[src/hdl/gimc_pkg.sv]
/*
 * Shared constants and types for the gate input mode commutation pair:
 * input modes, half-bridge leg states, commutation table keys, widths.
 * Assumes both ends, the checks and the bench use these by scoped name.
 */
package gimc_pkg;

    localparam int NUM_PHASES = 3;
    localparam int PHASE_A = 0;
    localparam int PHASE_B = 1;
    localparam int PHASE_C = 2;

    // commutation code width and dead-time setting width (cycles of clock)
    localparam int CODE_W = 3;
    localparam int DEAD_W = 4;
    localparam int KEY_W = 4;
    localparam int SYNC_W = 6;

    localparam logic FREEWHEEL_ACTIVE = 1'h1;
    localparam logic FREEWHEEL_DIODE = 1'h0;

    typedef enum logic [1:0] {
        GIMC_MODE_SIX = 2'b00,
        GIMC_MODE_THREE = 2'b01,
        GIMC_MODE_SINGLE = 2'b10,
        GIMC_MODE_OFF = 2'b11
    } gimc_mode_t;

    // what one half-bridge does in single-PWM mode
    typedef enum logic [1:0] {
        GIMC_LEG_OFF = 2'b00,
        GIMC_LEG_LOW = 2'b01,
        GIMC_LEG_PWM = 2'b10
    } gimc_leg_t;

    // table key: {code bit0, code bit1, code bit2, dwell}
    localparam logic [KEY_W-1:0] KEY_AB = 4'h6;
    localparam logic [KEY_W-1:0] KEY_AB_CB = 4'h5;
    localparam logic [KEY_W-1:0] KEY_CB = 4'h4;
    localparam logic [KEY_W-1:0] KEY_CB_CA = 4'hD;
    localparam logic [KEY_W-1:0] KEY_CA = 4'hC;
    localparam logic [KEY_W-1:0] KEY_CA_BA = 4'h9;
    localparam logic [KEY_W-1:0] KEY_BA = 4'h8;
    localparam logic [KEY_W-1:0] KEY_BA_BC = 4'hB;
    localparam logic [KEY_W-1:0] KEY_BC = 4'hA;
    localparam logic [KEY_W-1:0] KEY_BC_AC = 4'h3;
    localparam logic [KEY_W-1:0] KEY_AC = 4'h2;
    localparam logic [KEY_W-1:0] KEY_AC_AB = 4'h7;
    localparam logic [KEY_W-1:0] KEY_ALIGN = 4'hE;
    localparam logic [KEY_W-1:0] KEY_STOP = 4'h0;

endpackage

[src/hdl/gimc_if.sv]
/*
 * Pin bundle between the motor controller and the gate driver input logic:
 * six command pins, all driven by the controller.
 * Assumes the testbench instantiates it and joins both ends.
 */
`timescale 1ns/1ns
interface gimc_if;
    logic phase_a_high_command;
    logic phase_a_low_command;
    logic phase_b_high_command;
    logic phase_b_low_command;
    logic phase_c_high_command;
    logic phase_c_low_command;

    modport controller (
        output phase_a_high_command,
        output phase_a_low_command,
        output phase_b_high_command,
        output phase_b_low_command,
        output phase_c_high_command,
        output phase_c_low_command
    );

    modport driver (
        input phase_a_high_command,
        input phase_a_low_command,
        input phase_b_high_command,
        input phase_b_low_command,
        input phase_c_high_command,
        input phase_c_low_command
    );
endinterface

[src/hdl/gimc_driver.sv]
/*
 * Gate driver input decoding: turns the six command pins into six gate
 * commands in six-input, three-input (with dead time) or single-PWM mode.
 * Assumes the pins come from another domain (two-flop synchronised here),
 * while mode, freewheel select and dead time are static settings on clock.
 */
`timescale 1ns/1ns
module gimc_driver (
    input wire logic clock,
    input wire logic rst_b,
    gimc_if.driver pins,
    input wire gimc_pkg::gimc_mode_t mode,
    input wire logic freewheel_select,
    input wire logic [gimc_pkg::DEAD_W-1:0] dead_time_setting,
    output logic [gimc_pkg::NUM_PHASES-1:0] high_gate_output,
    output logic [gimc_pkg::NUM_PHASES-1:0] low_gate_output
);

    logic [gimc_pkg::SYNC_W-1:0] sync_meta;
    logic [gimc_pkg::SYNC_W-1:0] sync_pins;
    logic [gimc_pkg::NUM_PHASES-1:0] high_cmd;
    logic [gimc_pkg::NUM_PHASES-1:0] low_cmd;
    logic [gimc_pkg::CODE_W-1:0] code;
    logic pwm;
    logic dwell;
    logic dwell_held;
    logic [gimc_pkg::KEY_W-1:0] key;
    logic [5:0] legs;
    logic [gimc_pkg::NUM_PHASES-1:0] dt_high;
    logic [gimc_pkg::NUM_PHASES-1:0] dt_low;
    logic [gimc_pkg::NUM_PHASES-1:0] next_high;
    logic [gimc_pkg::NUM_PHASES-1:0] next_low;

    // two flops on every pin before any decoding
    always_ff @(posedge clock or negedge rst_b) begin
        if (!rst_b) begin
            sync_meta <= '0;
        end else begin
            sync_meta <= {pins.phase_c_low_command, pins.phase_c_high_command,
                          pins.phase_b_low_command, pins.phase_b_high_command,
                          pins.phase_a_low_command, pins.phase_a_high_command};
        end
    end

    always_ff @(posedge clock or negedge rst_b) begin
        if (!rst_b) begin
            sync_pins <= '0;
        end else begin
            sync_pins <= sync_meta;
        end
    end

    assign high_cmd = {sync_pins[4], sync_pins[2], sync_pins[0]};
    assign low_cmd = {sync_pins[5], sync_pins[3], sync_pins[1]};

    // single-PWM roles of the pins; phase C low is never read here
    assign pwm = high_cmd[gimc_pkg::PHASE_A];
    assign dwell = high_cmd[gimc_pkg::PHASE_C];

    // code and dwell registered together, so the table never sees a mixed key
    always_ff @(posedge clock or negedge rst_b) begin
        if (!rst_b) begin
            code <= '0;
            dwell_held <= 1'h0;
        end else begin
            code <= {low_cmd[gimc_pkg::PHASE_B], high_cmd[gimc_pkg::PHASE_B],
                     low_cmd[gimc_pkg::PHASE_A]};
            dwell_held <= dwell;
        end
    end

    // dwell is not latched: the overlap row holds only while it is high
    assign key = {code[0], code[1], code[2], dwell_held};

    // legs packed as {C, B, A}
    function automatic logic [5:0] table_legs(input logic [gimc_pkg::KEY_W-1:0] k);
        logic [5:0] r;
        r = {gimc_pkg::GIMC_LEG_OFF, gimc_pkg::GIMC_LEG_OFF, gimc_pkg::GIMC_LEG_OFF};
        case (k)
            gimc_pkg::KEY_AB: begin
                r = {gimc_pkg::GIMC_LEG_OFF, gimc_pkg::GIMC_LEG_LOW, gimc_pkg::GIMC_LEG_PWM};
            end
            gimc_pkg::KEY_CB: begin
                r = {gimc_pkg::GIMC_LEG_PWM, gimc_pkg::GIMC_LEG_LOW, gimc_pkg::GIMC_LEG_OFF};
            end
            gimc_pkg::KEY_CA: begin
                r = {gimc_pkg::GIMC_LEG_PWM, gimc_pkg::GIMC_LEG_OFF, gimc_pkg::GIMC_LEG_LOW};
            end
            gimc_pkg::KEY_BA: begin
                r = {gimc_pkg::GIMC_LEG_OFF, gimc_pkg::GIMC_LEG_PWM, gimc_pkg::GIMC_LEG_LOW};
            end
            gimc_pkg::KEY_BC: begin
                r = {gimc_pkg::GIMC_LEG_LOW, gimc_pkg::GIMC_LEG_PWM, gimc_pkg::GIMC_LEG_OFF};
            end
            gimc_pkg::KEY_AC: begin
                r = {gimc_pkg::GIMC_LEG_LOW, gimc_pkg::GIMC_LEG_OFF, gimc_pkg::GIMC_LEG_PWM};
            end
            gimc_pkg::KEY_AB_CB: begin
                r = {gimc_pkg::GIMC_LEG_PWM, gimc_pkg::GIMC_LEG_LOW, gimc_pkg::GIMC_LEG_PWM};
            end
            gimc_pkg::KEY_CB_CA: begin
                r = {gimc_pkg::GIMC_LEG_PWM, gimc_pkg::GIMC_LEG_LOW, gimc_pkg::GIMC_LEG_LOW};
            end
            gimc_pkg::KEY_CA_BA: begin
                r = {gimc_pkg::GIMC_LEG_PWM, gimc_pkg::GIMC_LEG_PWM, gimc_pkg::GIMC_LEG_LOW};
            end
            gimc_pkg::KEY_BA_BC: begin
                r = {gimc_pkg::GIMC_LEG_LOW, gimc_pkg::GIMC_LEG_PWM, gimc_pkg::GIMC_LEG_LOW};
            end
            gimc_pkg::KEY_BC_AC: begin
                r = {gimc_pkg::GIMC_LEG_LOW, gimc_pkg::GIMC_LEG_PWM, gimc_pkg::GIMC_LEG_PWM};
            end
            gimc_pkg::KEY_AC_AB: begin
                r = {gimc_pkg::GIMC_LEG_LOW, gimc_pkg::GIMC_LEG_LOW, gimc_pkg::GIMC_LEG_PWM};
            end
            gimc_pkg::KEY_ALIGN: begin
                r = {gimc_pkg::GIMC_LEG_LOW, gimc_pkg::GIMC_LEG_LOW, gimc_pkg::GIMC_LEG_PWM};
            end
            gimc_pkg::KEY_STOP: begin
                r = {gimc_pkg::GIMC_LEG_OFF, gimc_pkg::GIMC_LEG_OFF, gimc_pkg::GIMC_LEG_OFF};
            end
            default: begin
                r = {gimc_pkg::GIMC_LEG_OFF, gimc_pkg::GIMC_LEG_OFF, gimc_pkg::GIMC_LEG_OFF};
            end
        endcase
        return r;
    endfunction

    assign legs = table_legs(key);

    // three-input dead time, one tracker per phase
    for (genvar p = 0; p < gimc_pkg::NUM_PHASES; p++) begin : g_dead
        logic applied;
        logic [gimc_pkg::DEAD_W-1:0] wait_count;

        // both gates off while a change waits out the dead time
        always_ff @(posedge clock or negedge rst_b) begin
            if (!rst_b) begin
                applied <= 1'h0;
                wait_count <= '0;
            end else if (high_cmd[p] != applied) begin
                if (wait_count >= dead_time_setting) begin
                    applied <= high_cmd[p];
                    wait_count <= '0;
                end else begin
                    wait_count <= wait_count + 1'h1;
                end
            end else begin
                wait_count <= '0;
            end
        end

        assign dt_high[p] = (high_cmd[p] == applied) && applied;
        assign dt_low[p] = (high_cmd[p] == applied) && !applied;
    end

    always_comb begin
        next_high = '0;
        next_low = '0;
        case (mode)
            gimc_pkg::GIMC_MODE_SIX: begin
                // equal commands mean the leg floats, never a shoot-through
                next_high = high_cmd & ~low_cmd;
                next_low = low_cmd & ~high_cmd;
            end
            gimc_pkg::GIMC_MODE_THREE: begin
                // low pins are not part of this path at all
                next_high = dt_high;
                next_low = dt_low;
            end
            gimc_pkg::GIMC_MODE_SINGLE: begin
                for (int p = 0; p < gimc_pkg::NUM_PHASES; p++) begin
                    case (gimc_pkg::gimc_leg_t'(legs[2*p +: 2]))
                        gimc_pkg::GIMC_LEG_PWM: begin
                            next_high[p] = pwm;
                            if (freewheel_select == gimc_pkg::FREEWHEEL_ACTIVE) begin
                                next_low[p] = !pwm;
                            end else begin
                                next_low[p] = 1'h0;
                            end
                        end
                        gimc_pkg::GIMC_LEG_LOW: begin
                            next_low[p] = 1'h1;
                        end
                        default: begin
                            next_high[p] = 1'h0;
                        end
                    endcase
                end
            end
            default: begin
                next_high = '0;
            end
        endcase
    end

    always_ff @(posedge clock or negedge rst_b) begin
        if (!rst_b) begin
            high_gate_output <= '0;
            low_gate_output <= '0;
        end else begin
            high_gate_output <= next_high;
            low_gate_output <= next_low;
        end
    end

endmodule

[src/flat_wrapper.sv]
// flat-port wrapper written by rule: the top's interface ports become plain ports
module gimc_driver_flat 
  (clock, rst_b, mode, freewheel_select, dead_time_setting, high_gate_output, low_gate_output, pins_phase_a_high_command, pins_phase_a_low_command, pins_phase_b_high_command, pins_phase_b_low_command, pins_phase_c_high_command, pins_phase_c_low_command);
  gimc_if pins_i ();
  input wire logic clock;
  input wire logic rst_b;
  input wire gimc_pkg::gimc_mode_t mode;
  input wire logic freewheel_select;
  input wire logic [gimc_pkg::DEAD_W-1:0] dead_time_setting;
  output logic [gimc_pkg::NUM_PHASES-1:0] high_gate_output;
  output logic [gimc_pkg::NUM_PHASES-1:0] low_gate_output;
  input wire logic [$bits(pins_i.phase_a_high_command)-1:0] pins_phase_a_high_command;
  input wire logic [$bits(pins_i.phase_a_low_command)-1:0] pins_phase_a_low_command;
  input wire logic [$bits(pins_i.phase_b_high_command)-1:0] pins_phase_b_high_command;
  input wire logic [$bits(pins_i.phase_b_low_command)-1:0] pins_phase_b_low_command;
  input wire logic [$bits(pins_i.phase_c_high_command)-1:0] pins_phase_c_high_command;
  input wire logic [$bits(pins_i.phase_c_low_command)-1:0] pins_phase_c_low_command;
  assign pins_i.phase_a_high_command = pins_phase_a_high_command;
  assign pins_i.phase_a_low_command = pins_phase_a_low_command;
  assign pins_i.phase_b_high_command = pins_phase_b_high_command;
  assign pins_i.phase_b_low_command = pins_phase_b_low_command;
  assign pins_i.phase_c_high_command = pins_phase_c_high_command;
  assign pins_i.phase_c_low_command = pins_phase_c_low_command;
  gimc_driver u_core (.clock(clock), .rst_b(rst_b), .pins(pins_i), .mode(mode), .freewheel_select(freewheel_select), .dead_time_setting(dead_time_setting), .high_gate_output(high_gate_output), .low_gate_output(low_gate_output));
endmodule
[config.mk]
export PLATFORM = sky130hd
export DESIGN_NAME = gimc_driver_flat
export DESIGN_NICKNAME = d
export VERILOG_FILES = /design/src/hdl/gimc_pkg.sv /design/src/hdl/gimc_if.sv /design/src/hdl/gimc_driver.sv /design/src/flat_wrapper.sv
export SDC_FILE = /design/constraint.sdc
export NUM_CORES = 1
export LEC_CHECK = 0
export ABC_AREA = 1
export BUFFER_PORTS_ARGS = -buffer_cell sky130_fd_sc_hd__clkbuf_2
export CORE_AREA = 2 2 48 83
export DETAILED_ROUTE_END_ITERATION = 8
export DIE_AREA = 0 0 50 85
export PLACE_DENSITY = 0.81
export SETUP_SLACK_MARGIN = 0.05
export SYNTH_ARGS = -nofsm -noshare
export SYNTH_HDL_FRONTEND = slang
export SYNTH_SLANG_ARGS = --single-unit
[constraint.sdc]
create_clock -name clock -period 2.2 [get_ports clock]
set_input_delay 0.33 -clock clock [delete_from_list [all_inputs] [get_ports clock]]
set_output_delay 0.33 -clock clock [all_outputs]
set_load 0.05 [all_outputs]
==> results of run 1 <==
## per-stage QoR
step / instances / setup WS, ps / hold slack (ps) / power [mW]
2_1_floorplan: 219 / 624 / 34.4 / 1.27
3_3_place_gp: 285 / 544 / 332 / 1.40
3_5_place_dp: 285 / 477 / 335 / 1.42
4_1_cts: 293 / 463 / 129 / 2.00
5_1_grt: 293 / 325 / 134 / 2.13
6_report: 293 / 479 / 138 / 1.98
## final timing paths
check / to / slack (ps) / cells after the start
max in group asynchronous: u_core.sync_meta[2]$_DFF_PN0_ / 1500 / 1
worst max register to register: u_core.low_gate_output[2]$_DFF_PN0_ / 480 / 9
min in group asynchronous: u_core.g_dead[1].applied$_DFFE_PN0P_ / 150 / 1
worst min-delay path: u_core.sync_meta[1]$_DFF_PN0_ / 140 / 1
worst max-delay path: u_core.low_gate_output[2]$_DFF_PN0_ / 480 / 9
worst min register to register: u_core.sync_pins[2]$_DFF_PN0_ / 340 / 0
## placed cells by master, fill, tap and decap left out, types with 4 or more instances in the layout
master                     synthesis  layout
sky130_fd_sc_hd__inv_1            41      41
sky130_fd_sc_hd__nand2_1          38      38
sky130_fd_sc_hd__dfrtp_1          37      37
sky130_fd_sc_hd__ha_1             31      31
sky130_fd_sc_hd__nand3_1          21      21
sky130_fd_sc_hd__clkbuf_2          0      20
sky130_fd_sc_hd__nor3_1           15      15
sky130_fd_sc_hd__nor2_1           11      11
sky130_fd_sc_hd__clkbuf_8          0       5
sky130_fd_sc_hd__a21oi_1           4       4
sky130_fd_sc_hd__o21ai_0           4       4
## worst max-delay path, stage by stage (launching register included)
cell                      delay (ps)
sky130_fd_sc_hd__dfrtp_1         380
sky130_fd_sc_hd__inv_1            70
sky130_fd_sc_hd__ha_1            230
sky130_fd_sc_hd__a21oi_2         180
sky130_fd_sc_hd__inv_1            70
sky130_fd_sc_hd__a21oi_2         160
sky130_fd_sc_hd__ha_1            250
sky130_fd_sc_hd__nor3_1          150
sky130_fd_sc_hd__o21ai_0         100
sky130_fd_sc_hd__nand3_1          70
## report_power, final
part / internal [mW] / switching, mW / leakage [nW] / total, mW
sequential: 0.785 / 0.0848 / 0.466 / 0.870
clock: 0.339 / 0.240 / 0.0543 / 0.579
combinational: 0.198 / 0.329 / 0.738 / 0.527
total: 1.32 / 0.655 / 1.26 / 1.98
## layer usage
layer	wire (um)	part of all wire	global-route usage	vias up
li1	-	-	-	749
met1	1220	0.37	0.183	668
met2	1890	0.57	0.342	24
met3	97	0.030	0.0440	6
met4	75	0.023	0.0783	0
met5	0	0	0	-
## cell usage after synthesis, drive strengths merged
cell type,instances
xor2,3
o21ai,5
nand4,3
nand2,38
dfrtp,37
nand3,21
inv,44
nor3,15
xnor2,3
a21oi,7
ha,31
nor2,12
## cell type report
| class | count | area share |
|---|---|---|
| Clock buffer | 5 | 0.0304 |
| Clock inverter | 3 | 0.0204 |
| Inverter | 44 | 0.0729 |
| Multi-Input combinational cell | 138 | 0.398 |
| Sequential cell | 37 | 0.409 |
| Tap cell | 46 | 0.0254 |
| Timing Repair Buffer | 20 | 0.0442 |
## cells by family after synthesis
| logic type | synth area share |
|---|---|
| adder cells (fa/ha/maj) | 0.195 |
| XOR/XNOR | 0.0264 |
| AND/OR/NAND/NOR | 0.195 |
| buffers and inverters | 0.0829 |
| flip-flops | 0.465 |
| AO/OA/AOI/OAI | 0.0358 |
## flip-flops by register name, summed over array words and instances, names as in the netlist
signal / cells
u_core.dwell_held: 1
u_core.high_gate_output: 3
u_core.g_dead.applied: 3
u_core.sync_pins: 6
u_core.code: 3
u_core.sync_meta: 6
u_core.low_gate_output: 3
u_core.g_dead.wait_count: 12
==> flow_summary.ini, run 1 <==
[run_status]
run_status = completed

[clock_network]
clock_tree.buffer_depth = 2
tritoncts = built
cts-resized-gates = 0
htree_levels = 2
clkLatencyLatePin_ps = 290
numCtsBuffers = 5
cts_hold_buf = 0
buffers_inserted_during_post_cts_setup_optimization = 0
cts-root-buf = sky130_fd_sc_hd__clkbuf_8
cts_clock_pin_slew_for_the_worst_setup_and_hold_paths_ps = 80
tritoncts_num_sinks = 37

[worst_setup_path]
cp_data_required_time_ps = 2430
crit_path_start = u_core.dwell_held$_DFF_PN0_
cp-end-kind = flip-flop
timing.critical_path.from_type = flip-flop
worst-path-max-fanout = 3
worst-endpoint-arrival_ps = 1950
timing.rr.start = u_core.dwell_held$_DFF_PN0_
path_class = reg -> reg

[logic_synthesis]
syn_avg_cell_area_um2 = 9.10
seq_area_frac_synth = 0.465
synth_nets = 265
post-synth-top-area-cell = sky130_fd_sc_hd__dfrtp_1
yosys_warnings = 0
synth.ff_latch_count = 37
synth_cells = 219
yosys.cell_types.count = 16
synth_top_cell_area_share = 0.465
yosys-top-cells-area = sky130_fd_sc_hd__dfrtp_1 (46%), sky130_fd_sc_hd__ha_1 (19%), sky130_fd_sc_hd__inv_1 (7.7%), sky130_fd_sc_hd__nand2_1 (7.2%), sky130_fd_sc_hd__nand3_1 (5.3%)
netlist_area_um2 = 1990

[timing]
relSlewSlack = 0.414
maxClockFrequency_ghz = 0.581
worst_clock_skew_ps = 7.07
period_minus_slack_ps = 1720
unrepaired_setup_endpoints_after_global_routing = no
worst_slew_pin_slew_ps = 880
final.period_utilization = 0.782
finalHoldViolations = 0
finalMaxSlewViolations = 0
timing.setup.tns_ps = 0
timing.final.setup_violations = 0

[detailed_routing]
wire_per_inst_um = 11.2
drt-initial-drc-count = 27
antenna_left = 0
detail_route.wirelength_um = 3290
drt_pass1_iterations = 4
routed_via_density = 4.94
detail_route.drc_violations = 0
detailroute.via_count = 1447

[finish]
synthToLayoutAreaGrowth_pct = 13.7
layout.nets = 292
fill_cells = 301
diodes = 0
ff_latch_area_um2 = 926
multi_input_area_um2 = 901
finalInstanceArea_um2 = 2260
fin_util = 0.630
post_route_cells_drive_above_1_share = 0.142

[placement]
dp_hpwl_um = 2670
port_buffers = 20
place.gp.congestion = 0.829
placedInstanceArea_um2 = 2150

[die]
io_pins = 21
floorplan.die.height_um = 85
core-area_um2 = 3590
fp-row-count = 29
width_of_the_chip_um = 50
die_outline_area_um2 = 4250
starting_density_of_the_core = 0.555

[global_route]
wire_length_of_the_first_global_routing_pass_um = 5910
pin_count_of_the_biggest_net_entering_global_routing = 38
first_global_vias = 1430
grtUsageTotal = 0.182
antenna_found_initial = 0
grt_residual_overflow = 0

[worst_hold_path]
class_of_the_tightest_hold_or_removal_check = in -> reg
hp-start = pins_phase_a_low_command

[power]
leakage_nw = 1.26
power-per-cell-area_nw_per_um2 = 873
irDropWorstVdd_uv = 630

[job]
timing.max_cap.violations = 0
Power figures use the tool's default switching activity.
==> run 2, diff against run 1 <==
Settings changed: ABC_AREA 1 to 0.
Clock period 2.2 ns to 1.7 ns, I/O delays scaled along.
==> run 2 against run 1 <==
Compared with the run above: the flow now finishes with violations (hold timing); sequential share of layout area down 1.8 points; total power up 41%; hold slack worse by 140 ps; setup slack worse by 390 ps; clock skew up 0.66 ps; wire length up 13%; non-clock buffer count up 5; combinational power up 48%; register-to-register slack worse by 390 ps; cell area up 4.6%; largest power group unchanged; highest routed layer unchanged.
==> flow_summary.ini, run 2 <==
[worst_setup_path]
timing.critical_path.from_type = flip-flop
crit_path_start = u_core.code[2]$_DFF_PN0_
timing.rr.start = u_core.code[2]$_DFF_PN0_
worst-endpoint-arrival_ps = 1810
worst-path-max-fanout = 5
path_class = reg -> reg
cp_data_required_time_ps = 1900
cp-end-kind = flip-flop

[logic_synthesis]
ys_dominant_reg_cell = sky130_fd_sc_hd__dfrtp_1
post-synth-top-area-cell = sky130_fd_sc_hd__dfrtp_1
simple_gate_area_share_of_the_yosys_netlist = 0.121
netlist_top_cells_count = sky130_fd_sc_hd__dfrtp_1 (37), sky130_fd_sc_hd__ha_1 (31), sky130_fd_sc_hd__inv_1 (22), sky130_fd_sc_hd__nor2_1 (22)
netlist_area_um2 = 2000
yosys.area_share.adder = 0.194
synth_top_cell_area_share = 0.463
synth_compound_area_frac = 0.140
synthXorXnorAreaFrac = 0.0263
synth_nets = 232
synth.most_common_cell = sky130_fd_sc_hd__dfrtp_1
dominant_combinational_cell_family_by_area_after_synthesis = adder cells
synth_cells = 186
seq_area_frac_synth = 0.463
yosys_warnings = 0
yosys-top-cells-area = sky130_fd_sc_hd__dfrtp_1 (46%), sky130_fd_sc_hd__ha_1 (19%), sky130_fd_sc_hd__inv_1 (4.1%), sky130_fd_sc_hd__nor2_1 (4.1%), sky130_fd_sc_hd__o211ai_2 (2.5%)
synth.ff_latch_count = 37
async_sr_flop_fraction = 1.00
yosys.cell_types.count = 30
syn_avg_cell_area_um2 = 10.7
synth_enable_flop_cells = 0
synth_mux_area_frac = 0.00501

[finish]
instances_no_fill = 262
diodes = 0
layout.nets = 261
finalInstanceArea_um2 = 2370
post_route_cells_drive_above_1_share = 0.245
synthToLayoutAreaGrowth_pct = 18.6
number_of_flip_flops_under_the_largest_register_name = 12
ff_latch_area_um2 = 927
fill_cells = 299
most-common-layout-cells = sky130_fd_sc_hd__dfrtp_1 (36), sky130_fd_sc_hd__ha_1 (28), sky130_fd_sc_hd__nor2_1 (22)
largest_registers = u_core.g_dead.wait_count: 12 flops, u_core.sync_meta: 6 flops, u_core.sync_pins: 6 flops
multi_input_area_um2 = 1030
mostFrequentLayoutCell = sky130_fd_sc_hd__dfrtp_1
regMostFlops = u_core.g_dead.wait_count

[detailed_routing]
routed_via_density = 5.52
detail_route.wirelength_um = 3700
drt_pass1_iterations = 2
wire_per_inst_um = 14.1
drt-initial-drc-count = 30
detail_route.drc_violations = 0
detailroute.via_count = 1446
antenna_left = 0

[timing]
period_minus_slack_ps = 1610
worst_clock_skew_ps = 7.74
timing.final.setup_violations = 0
finalMaxSlewViolations = 0
relSlewSlack = 0.695
unrepaired_setup_endpoints_after_global_routing = yes
timing.hold.ws_ps = -2.48
finalHoldViolations = 5
worst_slew_pin_slew_ps = 458
final.period_utilization = 0.949
maxClockFrequency_ghz = 0.620

[placement]
port_buffers = 20
dp_hpwl_um = 2850
inst_count_dp = 253
place.gp.congestion = 0.744
placedInstanceArea_um2 = 2170

[power]
irDropWorstVdd_uv = 957
net-switching-power_mw = 0.859
leakage_nw = 1.19
sw_frac_of_total = 0.307
p_int_mw = 1.93
seq_power_share = 0.406
share_comb_of_total_power = 0.279
clock_power_share = 0.315
power-per-cell-area_nw_per_um2 = 1180

[die]
fp-row-count = 29
floorplan.die.height_um = 85
die_outline_area_um2 = 4250
starting_density_of_the_core = 0.556
width_of_the_chip_um = 50
core-area_um2 = 3590
io_pins = 21

[clock_network]
htree_levels = 2
numCtsBuffers = 5
cts_clock_pin_slew_for_the_worst_setup_and_hold_paths_ps = 70
clkLatencyLatePin_ps = 290
cts-root-buf = sky130_fd_sc_hd__clkbuf_8
tritoncts = built
tritoncts_num_sinks = 37
clock_tree.buffer_depth = 2
cts_hold_buf = 0

[run_status]
run_status = complete, but fails checks
failing_checks = hold timing

[global_route]
antenna_found_initial = 0
wire_length_of_the_first_global_routing_pass_um = 6480
grt_residual_overflow = 0
pin_count_of_the_biggest_net_entering_global_routing = 38
first_global_vias = 1593
grtUsageTotal = 0.205

[job]
timing.max_cap.violations = 0

[worst_hold_path]
class_of_the_tightest_hold_or_removal_check = in -> async
==> run 2: cell types whose count changed after synthesis, sizes merged, moves of 4 or more <==
cell | previous run | this run
nor2 | 12 | 22
inv | 44 | 22
nand2 | 38 | 8
nand3 | 21 | 8
a22oi | 0 | 4
nor3 | 15 | 0
o211ai | 0 | 9
==> run 2: area by class of cell <==
class / instances / area share
repair buffers: 25 / 0.0581
clock inverters: 3 / 0.0275
inverters: 22 / 0.0348
well taps: 46 / 0.0243
flip-flops and latches: 37 / 0.391
multi-input cells: 124 / 0.435
clock buffers: 5 / 0.0290
==> run 2: power by group through the flow <==
| stage | Sequential [mW] | Clock, mW | Combinational [mW] |
|---|---|---|---|
| after floorplan | 1.17 | 0 | 0.544 |
| after global placement | 1.14 | 0 | 0.721 |
| after detailed placement | 1.15 | 0 | 0.763 |
| after CTS | 1.13 | 0.905 | 0.778 |
| after global routing | 1.15 | 0.944 | 0.902 |
| final | 1.13 | 0.881 | 0.779 |
==> run 2: logic make-up after synthesis <==
group,after synthesis
AO/OA/AOI/OAI,37
XOR/XNOR,6
adder cells (fa/ha/maj),31
buffers and inverters,25
flip-flops,37
multiplexers,1
AND/OR/NAND/NOR,49
==> run 2: critical path, cell delays in order (launching register included) <==
cell and delay (ps):
sky130_fd_sc_hd__dfrtp_2 460, sky130_fd_sc_hd__inv_2 80, sky130_fd_sc_hd__ha_1 170, sky130_fd_sc_hd__o21ai_2 80, sky130_fd_sc_hd__a22o_1 220, sky130_fd_sc_hd__ha_1 280, sky130_fd_sc_hd__o32ai_2 250
==> run 2: stage by stage <==
stage | setup slack (ps) | setup TNS [ps] | power (mW) | utilization
final | 87.5 | 0 | 2.79 | 0.660
after global routing | 1.97 | 0 | 3.00 | 0.660
after CTS | 51.3 | 0 | 2.82 | 0.646
after detailed placement | -17.0 | -17.0 | 1.91 | 0.604
after global placement | 48.9 | 0 | 1.86 | 0.604
after floorplan | 90.8 | 0 | 1.71 | -
==> run 2: path summary, 6_finish.rpt <==
kind                                                             to  slack [ps]  cells after the start
setup / recovery                u_core.low_gate_output[0]$_DFF_PN0_          90                      6
hold / removal             u_core.g_dead[2].wait_count[0]$_DFF_PN0_          -2                      2
setup reg to reg                u_core.low_gate_output[0]$_DFF_PN0_          90                      6
hold reg to reg                       u_core.sync_pins[2]$_DFF_PN0_         340                      0
max in group asynchronous                  u_core.code[2]$_DFF_PN0_        1360                      2
min in group clock                    u_core.sync_meta[0]$_DFF_PN0_          70                      1
==> run 2: routing by layer <==
layer	track usage	part of all wire	routed length [um]
met4	0.124	0.046	172
met5	0	0	0
met3	0.0423	0.025	91
met2	0.396	0.59	2180
met1	0.181	0.34	1260
==> run 2: repair_timing <==
action | CTS | global route
pin swaps | 2 | 4
buffers inserted | 1 | 0
setup endpoints to repair | 4 | 6
resized for setup | 7 | 9
==> run 3, diff against run 2 <==
Settings changed: CORE_AREA 2 2 48 83 to 2 2 62 64, DIE_AREA 0 0 50 85 to 0 0 64 66, PLACE_DENSITY 0.81 to 0.82, REMOVE_ABC_BUFFERS from default to 1.
==> run 3 against run 2 <==
Compared with the run above: core utilization increased by 1.8 points; clock-buffer cell count increased by 1; die area decreased by 0.61%; critical path depth increased by 1; the run now ends clean; critical path type unchanged; highest routed layer unchanged; sequential share of layout area decreased by 0.57 points.
==> flow_summary.ini, run 3 (synthesis gave the netlist of run 2 again) <==
[finish]
most-common-layout-cells = sky130_fd_sc_hd__dfrtp_1 (36), sky130_fd_sc_hd__ha_1 (26), sky130_fd_sc_hd__nor2_1 (22)
largest_registers = u_core.g_dead.wait_count: 12 flops, u_core.sync_meta: 6 flops, u_core.sync_pins: 6 flops
ff_latch_area_um2 = 927
diodes = 0
regMostFlops = u_core.g_dead.wait_count
fill_cells = 252
fin_util = 0.677
number_of_flip_flops_under_the_largest_register_name = 12
synthToLayoutAreaGrowth_pct = 20.4
layout.nets = 268
post_route_cells_drive_above_1_share = 0.256
finalInstanceArea_um2 = 2400
mostFrequentLayoutCell = sky130_fd_sc_hd__dfrtp_1
multi_input_area_um2 = 1060

[die]
starting_density_of_the_core = 0.563
core-area_um2 = 3550
width_of_the_chip_um = 64
die_outline_area_um2 = 4220
floorplan.die.height_um = 66
fp-row-count = 22
io_pins = 21

[job]
timing.max_cap.violations = 0

[global_route]
antenna_found_initial = 0
first_global_vias = 1431
wire_length_of_the_first_global_routing_pass_um = 6150
grt_residual_overflow = 0
pin_count_of_the_biggest_net_entering_global_routing = 38
grtUsageTotal = 0.193

[power]
leakage_nw = 1.19
power-per-cell-area_nw_per_um2 = 1020
irDropWorstVdd_uv = 556

[worst_hold_path]
class_of_the_tightest_hold_or_removal_check = in -> reg
hp-start = mode[0]
min_delay_worst_endpoint = u_core.high_gate_output[1]$_DFF_PN0_
timing.hold.worst_path_depth = 2

[timing]
timing.setup.tns_ps = 0
unrepaired_setup_endpoints_after_global_routing = yes
finalMaxSlewViolations = 0
final.period_utilization = 0.979
timing.final.setup_violations = 0
maxClockFrequency_ghz = 0.601
period_minus_slack_ps = 1660
worst_clock_skew_ps = 14.2
relSlewSlack = 0.689
finalHoldViolations = 0
worst_slew_pin_slew_ps = 466

[worst_setup_path]
cp_data_required_time_ps = 1970
worst-path-max-fanout = 3
path_class = reg -> reg
r2r.worst_path.cells = 7
worst_r2r_endpoint = u_core.low_gate_output[2]$_DFF_PN0_
timing.critical_path.from_type = flip-flop
reg2reg_setup_slack_ps = 40
worst-endpoint-arrival_ps = 1940
timing.rr.start = u_core.dwell_held$_DFF_PN0_
cp-end-kind = flip-flop

[detailed_routing]
drt-initial-drc-count = 134
routed_via_density = 5.62
detail_route.wirelength_um = 4010
drt_pass1_iterations = 5
detailroute.via_count = 1523
detail_route.drc_violations = 0
wire_per_inst_um = 14.8
antenna_left = 0

[placement]
port_buffers = 20
place.gp.congestion = 0.826
dp_hpwl_um = 2590
placedInstanceArea_um2 = 2170

[clock_network]
cts_clock_pin_slew_for_the_worst_setup_and_hold_paths_ps = 120
tritoncts = built
clock_tree.buffer_depth = 2
tritoncts_num_sinks = 37
cts-root-buf = sky130_fd_sc_hd__clkbuf_4
numCtsBuffers = 5
clkLatencyLatePin_ps = 350
htree_levels = 2

[run_status]
run_status = completed
-- run 3: cell types whose count changed in the layout (fill, tap and decap cells not counted), sizes merged --
| cell | delta |
|---|---|
| bufinv | -2 |
| dlygate4sd3 | +7 |
| clkinv | +1 |
| clkbuf | +1 |
-- run 3: metal layers --
metal / share of wire / GRT usage
met5: 0 / 0
met2: 0.52 / 0.353
met3: 0.049 / 0.0460
met4: 0.031 / 0.0897
met1: 0.40 / 0.211
-- run 3: how the worst max path moves through the flow --
stage	to	slack (ps)	depth (start not counted)	from
finish	u_core.low_gate_output[2]$_DFF_PN0_	40	7	u_core.dwell_held$_DFF_PN0_
global route	u_core.low_gate_output[2]$_DFF_PN0_	-30	7	u_core.dwell_held$_DFF_PN0_
CTS	u_core.low_gate_output[2]$_DFF_PN0_	40	7	u_core.dwell_held$_DFF_PN0_
detailed placement	u_core.low_gate_output[0]$_DFF_PN0_	6	7	u_core.dwell_held$_DFF_PN0_
global placement	u_core.low_gate_output[0]$_DFF_PN0_	70	7	u_core.dwell_held$_DFF_PN0_
floorplan	u_core.low_gate_output[2]$_DFF_PN0_	80	7	u_core.code[2]$_DFF_PN0_
-- run 3: where the power goes --
| group | switching, mW | total (mW) | internal [mW] | leakage, nW |
|---|---|---|---|---|
| clock | 0.301 | 0.503 | 0.202 | 0.0382 |
| sequential | 0.120 | 1.13 | 1.01 | 0.455 |
| combinational | 0.471 | 0.828 | 0.357 | 0.693 |
| total | 0.893 | 2.46 | 1.57 | 1.19 |
-- run 3: through the flow --
stage                     hold WS (ps)  instances  setup slack, ps  power [mW]
final                              260        271             35.3        2.46
after global routing               243        271            -28.0        2.66
after CTS                         1.31        266             37.7        2.41
after detailed placement           323        255             5.80        1.90
after global placement             322        255             67.4        1.86
after floorplan                  -40.6        183             84.7        1.70
-- run 3: area by class of cell --
| cell class | instances | share of cell area |
|---|---|---|
| Timing Repair Buffer | 32 | 0.0864 |
| Clock buffer | 6 | 0.0213 |
| Inverter | 22 | 0.0343 |
| Tap cell | 48 | 0.0250 |
| Clock inverter | 2 | 0.00572 |
| Multi-Input combinational cell | 124 | 0.442 |
| Sequential cell | 37 | 0.386 |
-- run 3: worst max-delay path: stages (launching register included) --
cell                       delay [ps]
sky130_fd_sc_hd__dfrtp_1          440
sky130_fd_sc_hd__inv_2             90
sky130_fd_sc_hd__ha_4             130
sky130_fd_sc_hd__nand2_1           70
sky130_fd_sc_hd__a21boi_2         170
sky130_fd_sc_hd__a21o_1           190
sky130_fd_sc_hd__ha_4             230
sky130_fd_sc_hd__o32ai_4          250
-- run 3: repair_timing --
action | in CTS | in global routing
hold buffers | 2 | 5
setup buffers | 1 | 0
pin swaps | 3 | 5
endpoints found under the setup margin | 2 | 6
endpoints found under the hold margin | 38 | 5
gates resized for setup | 3 | 18
